File: config.mk
export PLATFORM = sky130hd
export DESIGN_NAME = psbp_core
export DESIGN_NICKNAME = d
export VERILOG_FILES = /design/src/shared/psbp_pkg.sv /design/src/core/psbp_core.sv
export SDC_FILE = /design/constraint.sdc
export NUM_CORES = 1
export LEC_CHECK = 0
export BUFFER_PORTS_ARGS = -buffer_cell sky130_fd_sc_hd__buf_2
export CAP_MARGIN = 25
export CORE_MARGIN = 2
export CORE_UTILIZATION = 60
export CTS_BUF_LIST = sky130_fd_sc_hd__clkbuf_4
export CTS_CLUSTER_SIZE = 25
export DETAILED_ROUTE_END_ITERATION = 6
export PLACE_DENSITY_LB_ADDON = 0.15
export SLEW_MARGIN = 10
export SYNTH_ARGS = -nofsm -noshare
export SYNTH_HDL_FRONTEND = slang
export SYNTH_SLANG_ARGS = --single-unit
File: constraint.sdc
create_clock -name pclk -period 9.05 [get_ports pclk]
set_clock_uncertainty 0.2 [all_clocks]
set_input_delay 0.4525 -clock pclk [delete_from_list [all_inputs] [get_ports pclk]]
set_output_delay 0.4525 -clock pclk [all_outputs]
set_load 0.02 [all_outputs]
File: src/shared/psbp_pkg.sv
/*
 * constants for the phase-shifted bridge gate-drive generator:
 * register offsets, field positions, reset values, timing counts.
 * assumes a 40 mhz apb clock shared by the bus and the pwm logic.
 */
package psbp_pkg;

   // ****************************************************************
   // timing
   // ****************************************************************
   localparam int PSBP_CLK_PERIOD_PS   = 25000;     // 40 mhz clock
   localparam int PSBP_SW_PERIOD_PS    = 10000000;  // 10 us switching
   localparam int PSBP_PERIOD_CYC      =
      PSBP_SW_PERIOD_PS / PSBP_CLK_PERIOD_PS;
   localparam int PSBP_CW              = 16;        // counter width

   // ****************************************************************
   // register map, byte offsets
   // ****************************************************************
   localparam logic [7:0] PSBP_OFF_CTRL   = 8'h00;
   localparam logic [7:0] PSBP_OFF_PHASE  = 8'h04;
   localparam logic [7:0] PSBP_OFF_DB_AP  = 8'h08;
   localparam logic [7:0] PSBP_OFF_DB_PA  = 8'h0c;
   localparam logic [7:0] PSBP_OFF_STATUS = 8'h10;
   localparam logic [7:0] PSBP_OFF_RCNT   = 8'h14;

   // ctrl fields
   localparam int PSBP_CTRL_EN_BIT   = 0;
   localparam int PSBP_CTRL_MODE_LSB = 1;
   // status fields
   localparam int PSBP_STAT_MODE_LSB = 0;
   localparam int PSBP_STAT_RUN_BIT  = 2;
   localparam int PSBP_STAT_CNT_LSB  = 16;

   // reset values
   localparam logic [15:0] PSBP_RST_PHASE = 16'h0000;
   localparam logic [15:0] PSBP_RST_DB    = 16'h0008;

   // rectifier gating modes
   localparam logic [1:0] PSBP_RECT_OFF   = 2'h0;
   localparam logic [1:0] PSBP_RECT_DIODE = 2'h1;
   localparam logic [1:0] PSBP_RECT_FULL  = 2'h2;

endpackage : psbp_pkg

File: src/core/psbp_core.sv
/*
 * phase-shifted full-bridge gate-drive generator with apb registers.
 * drives two bridge legs and two rectifier switches from one clock.
 * assumes an apb master on pclk and gate drivers behind the outputs.
 */
// Register access over APB and the address map are this design's own decisions.
`timescale 1ns/1ps
`default_nettype none
module psbp_core
   import psbp_pkg::*;
#(
   parameter logic [15:0] PERIOD_CYC = 16'(PSBP_PERIOD_CYC)
) (
   input  wire logic        pclk,
   input  wire logic        presetn,
   input  wire logic        psel,
   input  wire logic        penable,
   input  wire logic        pwrite,
   input  wire logic [7:0]  paddr,
   input  wire logic [31:0] pwdata,
   output logic      [31:0] prdata,
   output logic             pready,
   output logic             pslverr,
   output logic             end_leg_drive_a,
   output logic             end_leg_drive_b,
   output logic             start_leg_drive_a,
   output logic             start_leg_drive_b,
   output logic             rect_drive_a,
   output logic             rect_drive_b
);

   localparam logic [15:0] HALF = PERIOD_CYC >> 1;
   localparam logic [15:0] LAST = PERIOD_CYC - 16'h0001;

   // ****************************************************************
   // apb register file
   // ****************************************************************
   logic        en_q,     en_d;
   logic [1:0]  rmode_q,  rmode_d;   // requested rectifier mode
   logic [15:0] phreq_q,  phreq_d;
   logic [15:0] dbareq_q, dbareq_d;
   logic [15:0] dbpreq_q, dbpreq_d;
   logic [31:0] prdata_q, prdata_d;
   logic        pready_q, pready_d;
   logic        pslverr_q, pslverr_d;

   // pwm state, declared early for status reads
   logic        run_q,  run_d;
   logic [15:0] cnt_q,  cnt_d;
   logic [15:0] ph_q,   ph_d;
   logic [15:0] dba_q,  dba_d;
   logic [15:0] dbp_q,  dbp_d;
   logic [1:0]  mode_q, mode_d;
   logic [15:0] rcnt_q, rcnt_d;
   logic        rdn_q,  rdn_d;

   // next register values: one wait state, writes at the pready edge
   always_comb begin : apb_next
      en_d      = en_q;
      rmode_d   = rmode_q;
      phreq_d   = phreq_q;
      dbareq_d  = dbareq_q;
      dbpreq_d  = dbpreq_q;
      prdata_d  = prdata_q;
      pready_d  = 1'b0;
      pslverr_d = 1'b0;
      if (psel && penable && !pready_q) begin
         pready_d = 1'b1;
         prdata_d = 32'h0000_0000;
         case (paddr)
            PSBP_OFF_CTRL: begin
               prdata_d[PSBP_CTRL_EN_BIT] = en_q;
               prdata_d[PSBP_CTRL_MODE_LSB +: 2] = rmode_q;
            end
            PSBP_OFF_PHASE:  prdata_d[15:0] = phreq_q;
            PSBP_OFF_DB_AP:  prdata_d[15:0] = dbareq_q;
            PSBP_OFF_DB_PA:  prdata_d[15:0] = dbpreq_q;
            PSBP_OFF_STATUS: begin
               prdata_d[PSBP_STAT_MODE_LSB +: 2] = mode_q;
               prdata_d[PSBP_STAT_RUN_BIT]       = run_q;
               prdata_d[PSBP_STAT_CNT_LSB +: 16] = cnt_q;
            end
            PSBP_OFF_RCNT:   prdata_d[15:0] = rcnt_q;
            default:         pslverr_d = 1'b1;
         endcase
      end
      if (psel && penable && pready_q && pwrite) begin
         case (paddr)
            PSBP_OFF_CTRL: begin
               en_d = pwdata[PSBP_CTRL_EN_BIT];
               if (pwdata[PSBP_CTRL_MODE_LSB +: 2] != 2'h3) begin
                  rmode_d = pwdata[PSBP_CTRL_MODE_LSB +: 2];
               end
            end
            PSBP_OFF_PHASE:
               phreq_d = (pwdata > {16'h0000, PERIOD_CYC}) ?
                         PERIOD_CYC : pwdata[15:0];
            PSBP_OFF_DB_AP:
               dbareq_d = (pwdata >= {16'h0000, HALF}) ?
                          HALF - 16'h0001 : pwdata[15:0];
            PSBP_OFF_DB_PA:
               dbpreq_d = (pwdata >= {16'h0000, HALF}) ?
                          HALF - 16'h0001 : pwdata[15:0];
            default: ;
         endcase
      end
   end

   // register stage of the bus slave
   always_ff @(posedge pclk or negedge presetn) begin : apb_regs
      if (!presetn) begin
         en_q      <= 1'b0;
         rmode_q   <= PSBP_RECT_OFF;
         phreq_q   <= PSBP_RST_PHASE;
         dbareq_q  <= PSBP_RST_DB;
         dbpreq_q  <= PSBP_RST_DB;
         prdata_q  <= 32'h0000_0000;
         pready_q  <= 1'b0;
         pslverr_q <= 1'b0;
      end else begin
         en_q      <= en_d;
         rmode_q   <= rmode_d;
         phreq_q   <= phreq_d;
         dbareq_q  <= dbareq_d;
         dbpreq_q  <= dbpreq_d;
         prdata_q  <= prdata_d;
         pready_q  <= pready_d;
         pslverr_q <= pslverr_d;
      end
   end

   assign prdata  = prdata_q;
   assign pready  = pready_q;
   assign pslverr = pslverr_q;

   // ****************************************************************
   // time bases and gate drives
   // ****************************************************************
   logic        ea_q, eb_q, sa_q, sb_q, ra_q, rb_q;
   logic        ea_d, eb_d, sa_d, sb_d, ra_d, rb_d;
   logic        bound;
   logic [16:0] ssum;
   logic [15:0] scnt;
   logic        pair1, pair2;

   // counters, shadows, and drive levels for the next cycle
   always_comb begin : pwm_next
      run_d = en_q;
      bound = run_q && (cnt_q == LAST);
      cnt_d = (!run_q || bound) ? 16'h0000 : cnt_q + 16'h0001;
      if (!run_q || bound) begin
         ph_d   = phreq_q;
         dba_d  = dbareq_q;
         dbp_d  = dbpreq_q;
         mode_d = rmode_q;
      end else begin
         ph_d   = ph_q;
         dba_d  = dba_q;
         dbp_d  = dbp_q;
         mode_d = mode_q;
      end
      ssum = {1'b0, cnt_d} + {1'b0, ph_d};
      if (ssum >= {1'b0, PERIOD_CYC}) begin
         ssum = ssum - {1'b0, PERIOD_CYC};
      end
      scnt = ssum[15:0];
      // end leg with its dead time
      ea_d = run_d && (cnt_d >= dba_d) && (cnt_d < HALF);
      eb_d = run_d && (cnt_d >= HALF + dba_d);
      // start leg with its dead time
      sa_d = run_d && (scnt >= dbp_d) && (scnt < HALF);
      sb_d = run_d && (scnt >= HALF + dbp_d);
      pair1 = sa_d && eb_d;
      pair2 = sb_d && ea_d;
      case (mode_d)
         PSBP_RECT_DIODE: begin
            ra_d = pair1;
            rb_d = pair2;
         end
         PSBP_RECT_FULL: begin
            ra_d = run_d && !pair2;
            rb_d = run_d && !pair1;
         end
         default: begin
            ra_d = 1'b0;
            rb_d = 1'b0;
         end
      endcase
      rcnt_d = rcnt_q;
      rdn_d  = rdn_q;
      if (!run_q || bound) begin
         rcnt_d = 16'h0000;
         rdn_d  = 1'b0;
      end else if (!rdn_q) begin
         rcnt_d = rcnt_q + 16'h0001;
         rdn_d  = (rcnt_q + 16'h0001 == HALF);
      end else begin
         rcnt_d = rcnt_q - 16'h0001;
      end
   end

   always_ff @(posedge pclk or negedge presetn) begin : pwm_regs
      if (!presetn) begin
         run_q  <= 1'b0;
         cnt_q  <= 16'h0000;
         ph_q   <= PSBP_RST_PHASE;
         dba_q  <= PSBP_RST_DB;
         dbp_q  <= PSBP_RST_DB;
         mode_q <= PSBP_RECT_OFF;
         rcnt_q <= 16'h0000;
         rdn_q  <= 1'b0;
         ea_q   <= 1'b0;
         eb_q   <= 1'b0;
         sa_q   <= 1'b0;
         sb_q   <= 1'b0;
         ra_q   <= 1'b0;
         rb_q   <= 1'b0;
      end else begin
         run_q  <= run_d;
         cnt_q  <= cnt_d;
         ph_q   <= ph_d;
         dba_q  <= dba_d;
         dbp_q  <= dbp_d;
         mode_q <= mode_d;
         rcnt_q <= rcnt_d;
         rdn_q  <= rdn_d;
         ea_q   <= ea_d;
         eb_q   <= eb_d;
         sa_q   <= sa_d;
         sb_q   <= sb_d;
         ra_q   <= ra_d;
         rb_q   <= rb_d;
      end
   end

   assign end_leg_drive_a   = ea_q;
   assign end_leg_drive_b   = eb_q;
   assign start_leg_drive_a = sa_q;
   assign start_leg_drive_b = sb_q;
   assign rect_drive_a      = ra_q;
   assign rect_drive_b      = rb_q;
endmodule : psbp_core
`default_nettype wire

==> run_results.csv, run 1 <==
group,metric,value,unit
outcome,outcome,"finished, final reports clean",
clocking,cts_tree,"built",
power,powerDensity,109.2,mW/mm2
clocking,clk_pin_slew,150,ps
setup_path,path_common_cell,"ha_1",
routing,wl_per_cell,19.35,um
floorplan,die_area,0.01937,mm2
sta,setup_viol,0,
power,ir_drop,0.09037,mV
placement,place_hpwl,21910,um
floorplan,boundaryPins,85,
grt,grtUsageTotal,29.98,%
setup_path,startpoint_type,"flip-flop",
power,leakage,6.183,nW
setup_path,worst-setup-path-type,"flip-flop to flip-flop",
setup_path,critPathCaptureType,"flip-flop",
floorplan,initial_core_util,61.04,%
sta,setup_ws,1561,ps
grt,grt_max_degree,102,
synthesis,synthFlopType,"dfrtp_1",
clocking,numCtsBuffers,17,
floorplan,die_w,139.2,um
routing,drcViolationCount,0,
synthesis,syn_area,0.01096,mm2
finish,fill_cells,1505,
routing,wl,28480,um
clocking,cts_root_buf,"clkbuf_4",
placement,place_area,0.01146,mm2
sta,fin_crit_sh,82.75,%
synthesis,ys_types,93,
routing,drt-initial-drc-count,773,
synthesis,synth_edf_count,0,
power,p_clk_share,35.9,%
finish,fin_nets,1357,
placement,gp_congestion,0.9739,
clocking,clk_path_buf_depth,2,
routing,via_per_inst,6.140,
finish,ff_latch_area,0.004384,mm2
sta,rsz0062_at_grt,"false",
finish,multi_input_area,0.006116,mm2
clocking,cts.sinks,175,
power,switching_share,23.89,%
grt,antenna_found_initial,1,
finish,area_delta_synth_final,8.673,%
synthesis,synthCells,1165,
synthesis,avgSynthCellArea,9.411,um2
sta,period_minus_slack,7489,ps
synthesis,synth_nets,1292,
routing,via_count,9038,
synthesis,yosysSeqAreaShare,39.99,%
finish,fin_util,66.33,%
clocking,cts_htree_levels,4,
sta,tightest_slew,903.3,ps
power,power_switching,0.0003110,W
flow_run,maxCapViolCount,0,
grt,grt_pass1_vias,8454,
power,internal_power,0.0009906,W
clocking,clk_latency,600,ps
sta,relSlewSlack,39.56,%
floorplan,std_cell_rows,49,
sta,hold_viol_final,0,
routing,postRouteAntennaNets,0,
power,combPwrFrac,3.8,%
sta,finalSetupTns,0,ps
placement,place_ws,1655,ps
floorplan,die_y,139.2,um
setup_path,cp.arrival,7830,ps
setup_path,worstPathRequired,9390,ps
setup_path,critPathMaxFanout,63,
synthesis,ys_ff_latch,175,
worst_hold_path,hold_class,"primary input to flip-flop",
grt,grt-ovfl-total,0,
clocking,post-cts-setup-buffers,0,
grt,grt_first_pass_wirelength,45820,um
synthesis,async_flop_share,100.0,%
sta,fmax,133.5,MHz
floorplan,coreArea,0.01796,mm2
finish,fin_area,0.01192,mm2
setup_path,crit_slowest_cell,"nand2_4",
sta,report.final.slew_viol_count,0,
power,seqPwrFrac,60.3,%
setup_path,slowest_delay,720,ps
placement,portBuffers,84,
routing,drtPass1Iterations,7,
synthesis,yosys_warnings,0,
finish,drive_gt1_share,14.33,%
-- layout by cell type (no fill, tap or decap), drive strengths merged, types with 5 or more instances in the layout --
cell and count:
dfrtp 171, a211o 5, o211ai 7, a211oi 5, xor2 21, nor4 17, a21o 29, a22o 7
dlygate4sd3 13, mux2 23, o21bai 6, and3 14, a222oi 13, nand4 15, xnor2 50, a31oi 13
nand2 122, nand2b 7, o21a 8, o21ai 51, or3 6, nor2b 18, and4 6, and2 22
or2 5, clkinv 6, clkbuf 17, ha 81, nor3 24, mux2i 36, nor2 89, inv 59
a21oi 56, buf 89, nand3 54
-- worst max-delay path, delay by kind of cell (launching register included) --
family	cells	cell delay [ps]
adder cells (fa/ha/maj)	4	1070
flip-flops	1	500
XOR/XNOR	1	110
AO/OA/AOI/OAI	7	1100
buffers and inverters	2	170
multiplexers	1	320
AND/OR/NAND/NOR	15	3960
-- per-layer routing --
layer  vias to the layer above  global-route usage [%]  share of wire [%]
met5                         -                       0                  0
met4                         0                   9.038                2.1
met3                        49                   3.833                5.6
met2                       301                   46.10                 46
met1                      4382                   44.66                 47
li1                       4306                       -                  -
-- metrics by stage --
| step | cells | hold WS (ps) | power, W |
|---|---|---|---|
| floorplan | 1165 | -43.09 | 0.0008122 |
| global placement | 1426 | 244.5 | 0.0008437 |
| detailed placement | 1426 | 250.3 | 0.0008441 |
| CTS | 1469 | 13.84 | 0.001305 |
| global route | 1472 | 163.0 | 0.001345 |
| finish | 1472 | 165.0 | 0.001302 |
-- Yosys cell counts (4+ instances only) --
library cell | n | area share, %
dfrtp_1 | 171 | 39
nand2_1 | 120 | 4.1
nor2_1 | 89 | 3.0
ha_1 | 81 | 9.2
inv_1 | 57 | 2.0
nand3_1 | 54 | 2.5
a21oi_1 | 52 | 2.4
xnor2_1 | 50 | 4.0
o21ai_0 | 47 | 2.1
clkbuf_1 | 39 | 1.3
mux2i_1 | 36 | 3.3
a21o_1 | 29 | 2.0
nor3_1 | 24 | 1.1
mux2_2 | 23 | 2.4
and2_1 | 21 | 1.2
xor2_1 | 19 | 1.5
nor2b_1 | 18 | 1.0
nand4_1 | 15 | 0.86
nor4_1 | 15 | 0.86
a222oi_1 | 13 | 1.2
a31oi_1 | 12 | 0.68
and3_1 | 12 | 0.68
buf_2 | 9 | 0.41
o21a_1 | 8 | 0.55
a22o_1 | 7 | 0.56
nand2b_1 | 7 | 0.40
a211o_1 | 5 | 0.40
and4_1 | 5 | 0.40
o211ai_1 | 5 | 0.34
o21bai_1 | 5 | 0.34
or3_1 | 5 | 0.29
a211oi_1 | 4 | 0.27
a22oi_1 | 4 | 0.27
dfstp_2 | 4 | 0.96
or4_1 | 4 | 0.27
-- kinds of logic (layout without fill, tap and decap cells) --
group / count (synthesis) / in the layout / share of synthesized area (%)
other: 0 / 1 / 0
XOR/XNOR: 71 / 71 / 5.809
adder cells (fa/ha/maj): 83 / 83 / 9.529
AO/OA/AOI/OAI: 248 / 248 / 16.00
AND/OR/NAND/NOR: 415 / 415 / 18.73
flip-flops: 175 / 175 / 39.99
multiplexers: 59 / 59 / 5.649
buffers and inverters: 114 / 191 / 4.302
-- layout make-up --
type | count | area share [%]
multi-input combinational | 876 | 51.33
sequential | 175 | 36.80
timing repair buffer | 102 | 5.156
tap | 229 | 2.405
inverter | 58 | 1.827
clock inverter | 14 | 1.397
clock buffer | 17 | 1.071
antenna | 1 | 0.02100
-- power by group through the flow --
stage / Combinational (W) / Clock [W] / Sequential [W]
2_1_floorplan: 0.0000125 / 0 / 0.000800
3_3_place_gp: 0.0000443 / 0 / 0.000799
3_5_place_dp: 0.0000447 / 0 / 0.000799
4_1_cts: 0.0000489 / 0.000471 / 0.000785
5_1_grt: 0.0000569 / 0.000503 / 0.000785
6_report: 0.0000501 / 0.000467 / 0.000785
-- sequential cells by signal, indices dropped and copies added, names as in the netlist, 2 cells and up --
register  flops
dbp_q        16
prdata       32
dbpreq_q     16
dbareq_q     16
ph_q         16
rcnt_q       16
phreq_q      16
mode_q        2
cnt_q        16
rmode_q       2
dba_q        16
-- what timing repair did --
item / CTS / global route
hold buffers: 12 / 1
hold endpoints to repair: 124 / 1
resized for setup: 0 / 0
-- path summary, 6_finish.rpt --
kind	startpoint	end	slack, ps	cells after the start
max	cnt_q[9]	rect_drive_a	1560	30
min	pwdata[11]	phreq_q[7]	170	5
max reg2reg	cnt_q[9]	rect_drive_a	1560	30
min reg2reg	prdata[20]	prdata[20]	270	2
max in group asynchronous	presetn	dbp_q[3]	7140	4
min in group asynchronous	presetn	rcnt_q[12]	320	2
Note: power is estimated with default switching activity, not from simulation.
==> inputs of run 2 (changes only) <==
Settings changed: ABC_AREA set to 1.
Clock period 9.05 ns to 7.1 ns, I/O delays scaled along.
==> run_results.csv, run 2 <==
group,metric,value,unit
synthesis,yosys.cell_count.top_type,"nand2_1",
clocking,cts.sinks,175,
grt,grt_max_degree,100,
worst_hold_path,hold_class,"primary input to flip-flop",
finish,area_delta_synth_final,10.29,%
placement,place_area,0.01191,mm2
flow_run,maxCapViolCount,0,
setup_path,critical-path-top-delay-family,"simple AND/OR/NAND/NOR gates",
grt,grtUsageTotal,30.10,%
clocking,postCtsHoldBufs,21,
floorplan,std_cell_rows,50,
power,powerDensity,334.5,mW/mm2
synthesis,ys_top_cells_by_area,"dfrtp_1 38%, nand2_1 13%, ha_1 9.0%",
synthesis,synth_edf_count,0,
floorplan,die_area,0.01992,mm2
floorplan,die_y,141.1,um
sta,report.final.slew_viol_count,0,
synthesis,synthAdderAreaFrac,9.159,%
clocking,cts_tree,"built",
placement,gp_congestion,0.9182,
routing,via_per_inst,5.531,
clocking,clk_pin_slew,170,ps
grt,antenna_found_initial,1,
synthesis,synth_top_family_by_area,"simple AND/OR/NAND/NOR gates",
clocking,numCtsBuffers,17,
power,power.total,0.004163,W
synthesis,ys_types,47,
synthesis,synthFlopType,"dfrtp_1",
floorplan,boundaryPins,85,
sta,hold_viol_final,0,
setup_path,cp.depth,49,
synthesis,synth_top_area_share,37.92,%
grt,grt_first_pass_wirelength,47420,um
placement,portBuffers,84,
routing,drt-initial-drc-count,872,
synthesis,yosysSeqAreaShare,38.86,%
sta,period_minus_slack,6209,ps
setup_path,slowest_delay,480,ps
clocking,clk_latency,610,ps
setup_path,worst-setup-path-type,"flip-flop to flip-flop",
setup_path,path_common_cell,"nand2_1",
synthesis,synth_compound_area_share,11.91,%
clocking,clk_path_buf_depth,2,
placement,place_ws,919.9,ps
setup_path,critPathCaptureType,"flip-flop",
clocking,cts_htree_levels,4,
sta,fmax,161.1,MHz
finish,drive_gt1_share,10.52,%
setup_path,critPathMaxFanout,27,
sta,finalSetupTns,0,ps
sta,rsz0062_at_grt,"false",
clocking,cts_root_buf,"clkbuf_4",
synthesis,yosysTopAreaCell,"dfrtp_1",
synthesis,synth_xor_area_share,2.872,%
floorplan,coreArea,0.01858,mm2
routing,drcViolationCount,0,
sta,setup_ws,891.0,ps
setup_path,startpoint_type,"flip-flop",
sta,tightest_slew,879.8,ps
synthesis,synth_common_cells,"389 x nand2_1, 247 x inv_1, 171 x dfrtp_1, 131 x nor2_1, 116 x o21ai_0",
floorplan,die_w,141.1,um
power,ir_drop,0.4252,mV
sta,relSlewSlack,41.35,%
synthesis,syn_area,0.01128,mm2
finish,ff_latch_area,0.004384,mm2
synthesis,async_flop_share,100.0,%
synthesis,synth_nets,1660,
routing,wl_per_cell,15.56,um
synthesis,avgSynthCellArea,7.360,um2
sta,fin_crit_sh,87.45,%
sta,setup_viol,0,
clocking,cts_resized,0,
routing,drtPass1Iterations,7,
grt,grt-ovfl-total,0,
placement,place_hpwl,22470,um
finish,final_cell_mix,"389 x nand2_1, 247 x inv_1, 171 x dfrtp_1",
synthesis,synth_mux_area_share,0,%
grt,grt_pass1_vias,9502,
setup_path,crit_slowest_cell,"clkinv_1",
routing,via_count,10392,
synthesis,ys_ff_latch,175,
setup_path,cp.arrival,6570,ps
finish,fill_cells,1582,
setup_path,ff2ff_path_depth,49,
synthesis,synthCells,1533,
routing,wl,29240,um
finish,layout_commonest_cell,"nand2_1",
finish,fin_nets,1758,
worst_hold_path,min_path_cells,6,
floorplan,initial_core_util,60.73,%
finish,largest_reg_flops,32,
finish,multi_input_area,0.005767,mm2
routing,postRouteAntennaNets,0,
setup_path,worstPathRequired,7460,ps
outcome,outcome,"finished, final reports clean",
finish,fin_area,0.01244,mm2
synthesis,synth-simple-area-share,27.17,%
clocking,post-cts-setup-buffers,0,
setup_path,worst-path-buf-inv,7,
synthesis,yosys_warnings,0,
power,leakage,6.763,nW
[run 2: cell count changes after synthesis, sizes merged, moves of 37 or more]
cell   change
xnor2     -47
nor2      +52
inv      +193
nand3     +37
o21ai     +69
nand2    +286
[run 2: worst paths after layout]
kind                                 from           end  slack (ps)
worst max-delay path             cnt_q[0]  rect_drive_b         890
worst min-delay path             paddr[2]  dbpreq_q[14]          50
worst max register to register   cnt_q[0]  rect_drive_b         890
worst min register to register  rcnt_q[0]     rcnt_q[0]         270
max in group asynchronous         presetn   dbpreq_q[3]        5250
min in group asynchronous         presetn     cnt_q[15]         220
[run 2: cell type report]
type                       instances  share of cell area, %
antenna                            1                0.02011
timing repair buffer             114                  6.012
clock buffer                      17                  1.026
inverter                         255                  7.692
tap                              234                  2.353
clock inverter                    15                  1.327
multi-input combinational       1068                  46.34
sequential                       175                  35.23
[run 2: where the power goes]
group / switching [W] / internal (W) / total (W)
Combinational: 0.00160 / 0.000845 / 0.00245
Sequential: 0.0000585 / 0.00107 / 0.00113
Clock: 0.000395 / 0.000191 / 0.000586
Total: 0.00206 / 0.00211 / 0.00416
[run 2: worst min-delay path: stages]
cell,delay [ps]
buf_2,110
inv_1,60
nor2_1,40
inv_1,90
nor4_1,90
nor2_1,80
[run 2: stage by stage]
| step | std cells | hold slack, ps | util [%] |
|---|---|---|---|
| 2_1_floorplan | 1533 | -140.6 | - |
| 3_3_place_gp | 1822 | 249.1 | 63.90 |
| 3_5_place_dp | 1824 | 248.9 | 64.11 |
| 4_1_cts | 1877 | 30.68 | 66.81 |
| 5_1_grt | 1879 | 89.03 | 66.98 |
| 6_report | 1879 | 50.49 | 66.98 |
[run 2: logic make-up after synthesis]
logic type	count (synthesis)
buf+inv	290
fa+ha+maj	82
xor+xnor	37
simple gates	709
flops	175
compound gates	240
[run 2: per-layer routing]
metal / routed length [um] / up-vias / GRT usage [%] / share of wire (%)
met5: 0 / - / 0 / 0
met4: 672 / 0 / 8.947 / 2.3
met3: 1671 / 50 / 3.159 / 5.7
met2: 13720 / 368 / 49.62 / 47
met1: 13180 / 4827 / 42.31 / 45
li1: - / 5147 / - / -
==> inputs of run 3 (changes only) <==
Settings changed: PLACE_DENSITY set to 0.81, PLACE_DENSITY_LB_ADDON 0.15 to unset, SKIP_CTS_REPAIR_TIMING set to 1.
==> run_results.csv, run 3 (synthesis results as in run 2) <==
group,metric,value,unit
outcome,outcome,"finished, final reports clean",
setup_path,cp.depth,49,
worst_hold_path,hp-start,"paddr[3]",
sta,fmax,167.9,MHz
sta,report.final.slew_viol_count,0,
grt,grtUsageTotal,29.64,%
grt,grt_first_pass_wirelength,46830,um
setup_path,worst-path-buf-inv,7,
setup_path,worst-setup-path-type,"flip-flop to flip-flop",
floorplan,initial_core_util,60.73,%
finish,final_cell_mix,"389 x nand2_1, 247 x inv_1, 171 x dfrtp_1",
routing,drt-initial-drc-count,852,
finish,multi_input_area,0.005767,mm2
placement,place_ws,1219,ps
routing,via_per_inst,5.543,
clocking,clk_pin_slew,160,ps
routing,drcViolationCount,0,
floorplan,die_w,141.1,um
finish,largest_reg_flops,32,
finish,ff_latch_area,0.004384,mm2
floorplan,boundaryPins,85,
routing,drtPass1Iterations,5,
sta,hold_viol_final,0,
routing,wl,29310,um
finish,fill_cells,1609,
sta,relSlewSlack,43.46,%
flow_run,maxCapViolCount,0,
setup_path,critPathMaxFanout,82,
power,powerDensity,330.6,mW/mm2
placement,portBuffers,84,
clocking,clk_path_buf_depth,2,
setup_path,slowest_delay,640,ps
clocking,cts.sinks,175,
clocking,clk_latency,580,ps
grt,grt_pass1_vias,9513,
sta,finalSetupTns,0,ps
grt,antenna_found_initial,1,
setup_path,critPathCaptureType,"flip-flop",
setup_path,startpoint_type,"flip-flop",
sta,period_minus_slack,5957,ps
worst_hold_path,hold_class,"primary input to flip-flop",
floorplan,die_y,141.1,um
grt,grt-ovfl-total,0,
clocking,cts_tree,"built",
routing,via_count,10366,
clocking,cts_htree_levels,4,
sta,setup_viol,0,
setup_path,cp.arrival,6280,ps
finish,fin_nets,1750,
setup_path,r2r-end,"rect_drive_a",
sta,setup_ws,1143,ps
setup_path,r2r_setup_slack,1140,ps
floorplan,die_area,0.01992,mm2
floorplan,coreArea,0.01858,mm2
power,leakage,6.715,nW
setup_path,crit_slowest_cell,"buf_4",
sta,rsz0062_at_grt,"false",
finish,drive_gt1_share,10.52,%
clocking,numCtsBuffers,17,
finish,fin_util,66.25,%
floorplan,std_cell_rows,50,
sta,tightest_slew,841.6,ps
worst_hold_path,hold_end,"dbpreq_q[14]",
finish,layout_commonest_cell,"nand2_1",
power,ir_drop,0.4074,mV
setup_path,path_common_cell,"nand2_1",
setup_path,timing.rr.start,"cnt_q[0]",
finish,area_delta_synth_final,9.093,%
clocking,cts_root_buf,"clkbuf_4",
setup_path,ff2ff_path_depth,49,
sta,fin_crit_sh,83.91,%
routing,postRouteAntennaNets,0,
grt,grt_max_degree,83,
routing,wl_per_cell,15.68,um
worst_hold_path,min_path_cells,4,
placement,gp_congestion,0.9120,
placement,place_hpwl,22680,um
setup_path,worstPathRequired,7430,ps
setup_path,critical-path-top-delay-family,"simple AND/OR/NAND/NOR gates",
## run 3: cell types whose count changed in the layout (fill, tap and decap cells not counted)
| cell | delta |
|---|---|
| buf_4 | +1 |
| clkinv_2 | +1 |
| inv_8 | -3 |
| dlygate4sd3_1 | -8 |
| buf_2 | +1 |
| clkdlybuf4s15_2 | -1 |
| clkinv_8 | -1 |
| clkbuf_4 | +1 |
| clkinv_4 | +1 |
| buf_16 | -1 |
## run 3: area by class of cell
type,instances,area share (%)
Sequential cell,175,35.62
Tap cell,234,2.379
Antenna cell,1,0.02033
Clock buffer,18,1.098
Inverter,255,7.776
Timing Repair Buffer,106,5.214
Clock inverter,13,1.047
Multi-Input combinational cell,1068,46.85
## run 3: metrics by stage
stage,total power (W),hold slack (ps),cells,instance area (um2)
final,0.004069,14.12,1870,12310
after global routing,0.004530,8.880,1870,12310
after floorplan,0.003019,-140.6,1533,11280
after detailed placement,0.003519,224.1,1825,11910
after CTS,0.004067,-426.5,1856,12180
after global placement,0.003453,221.7,1823,11880
## run 3: worst max path at each step
| stage | start | to | slack (ps) |
|---|---|---|---|
| 2_1_floorplan | cnt_q[0] | rect_drive_a | 1540 |
| 6_report | cnt_q[0] | rect_drive_a | 1140 |
| 4_1_cts | cnt_q[0] | rect_drive_a | 1170 |
| 5_1_grt | cnt_q[0] | rect_drive_b | 430 |
| 3_5_place_dp | cnt_q[0] | rect_drive_a | 1220 |
| 3_3_place_gp | cnt_q[0] | rect_drive_a | 1400 |
## run 3: layer usage
layer | up-vias | wire [um] | share of wire (%) | track usage (%)
met2 | 363 | 13550 | 46 | 47.65
li1 | 5119 | - | - | -
met4 | 0 | 742 | 2.5 | 9.632
met5 | - | 0 | 0 | 0
met1 | 4831 | 13130 | 45 | 41.47
met3 | 53 | 1890 | 6.4 | 4.552
## run 3: power breakdown
group	total, W	leakage, nW	switching (W)	internal [W]
clock network	0.000550	0.141	0.000366	0.000183
registers	0.00113	2.05	0.0000595	0.00107
logic	0.00239	4.53	0.00155	0.000842
## run 3: tightest hold or removal path: cells and delay by family
family / cells / cell delay [ps]
simple gates: 2 / 200
buf+inv: 2 / 220
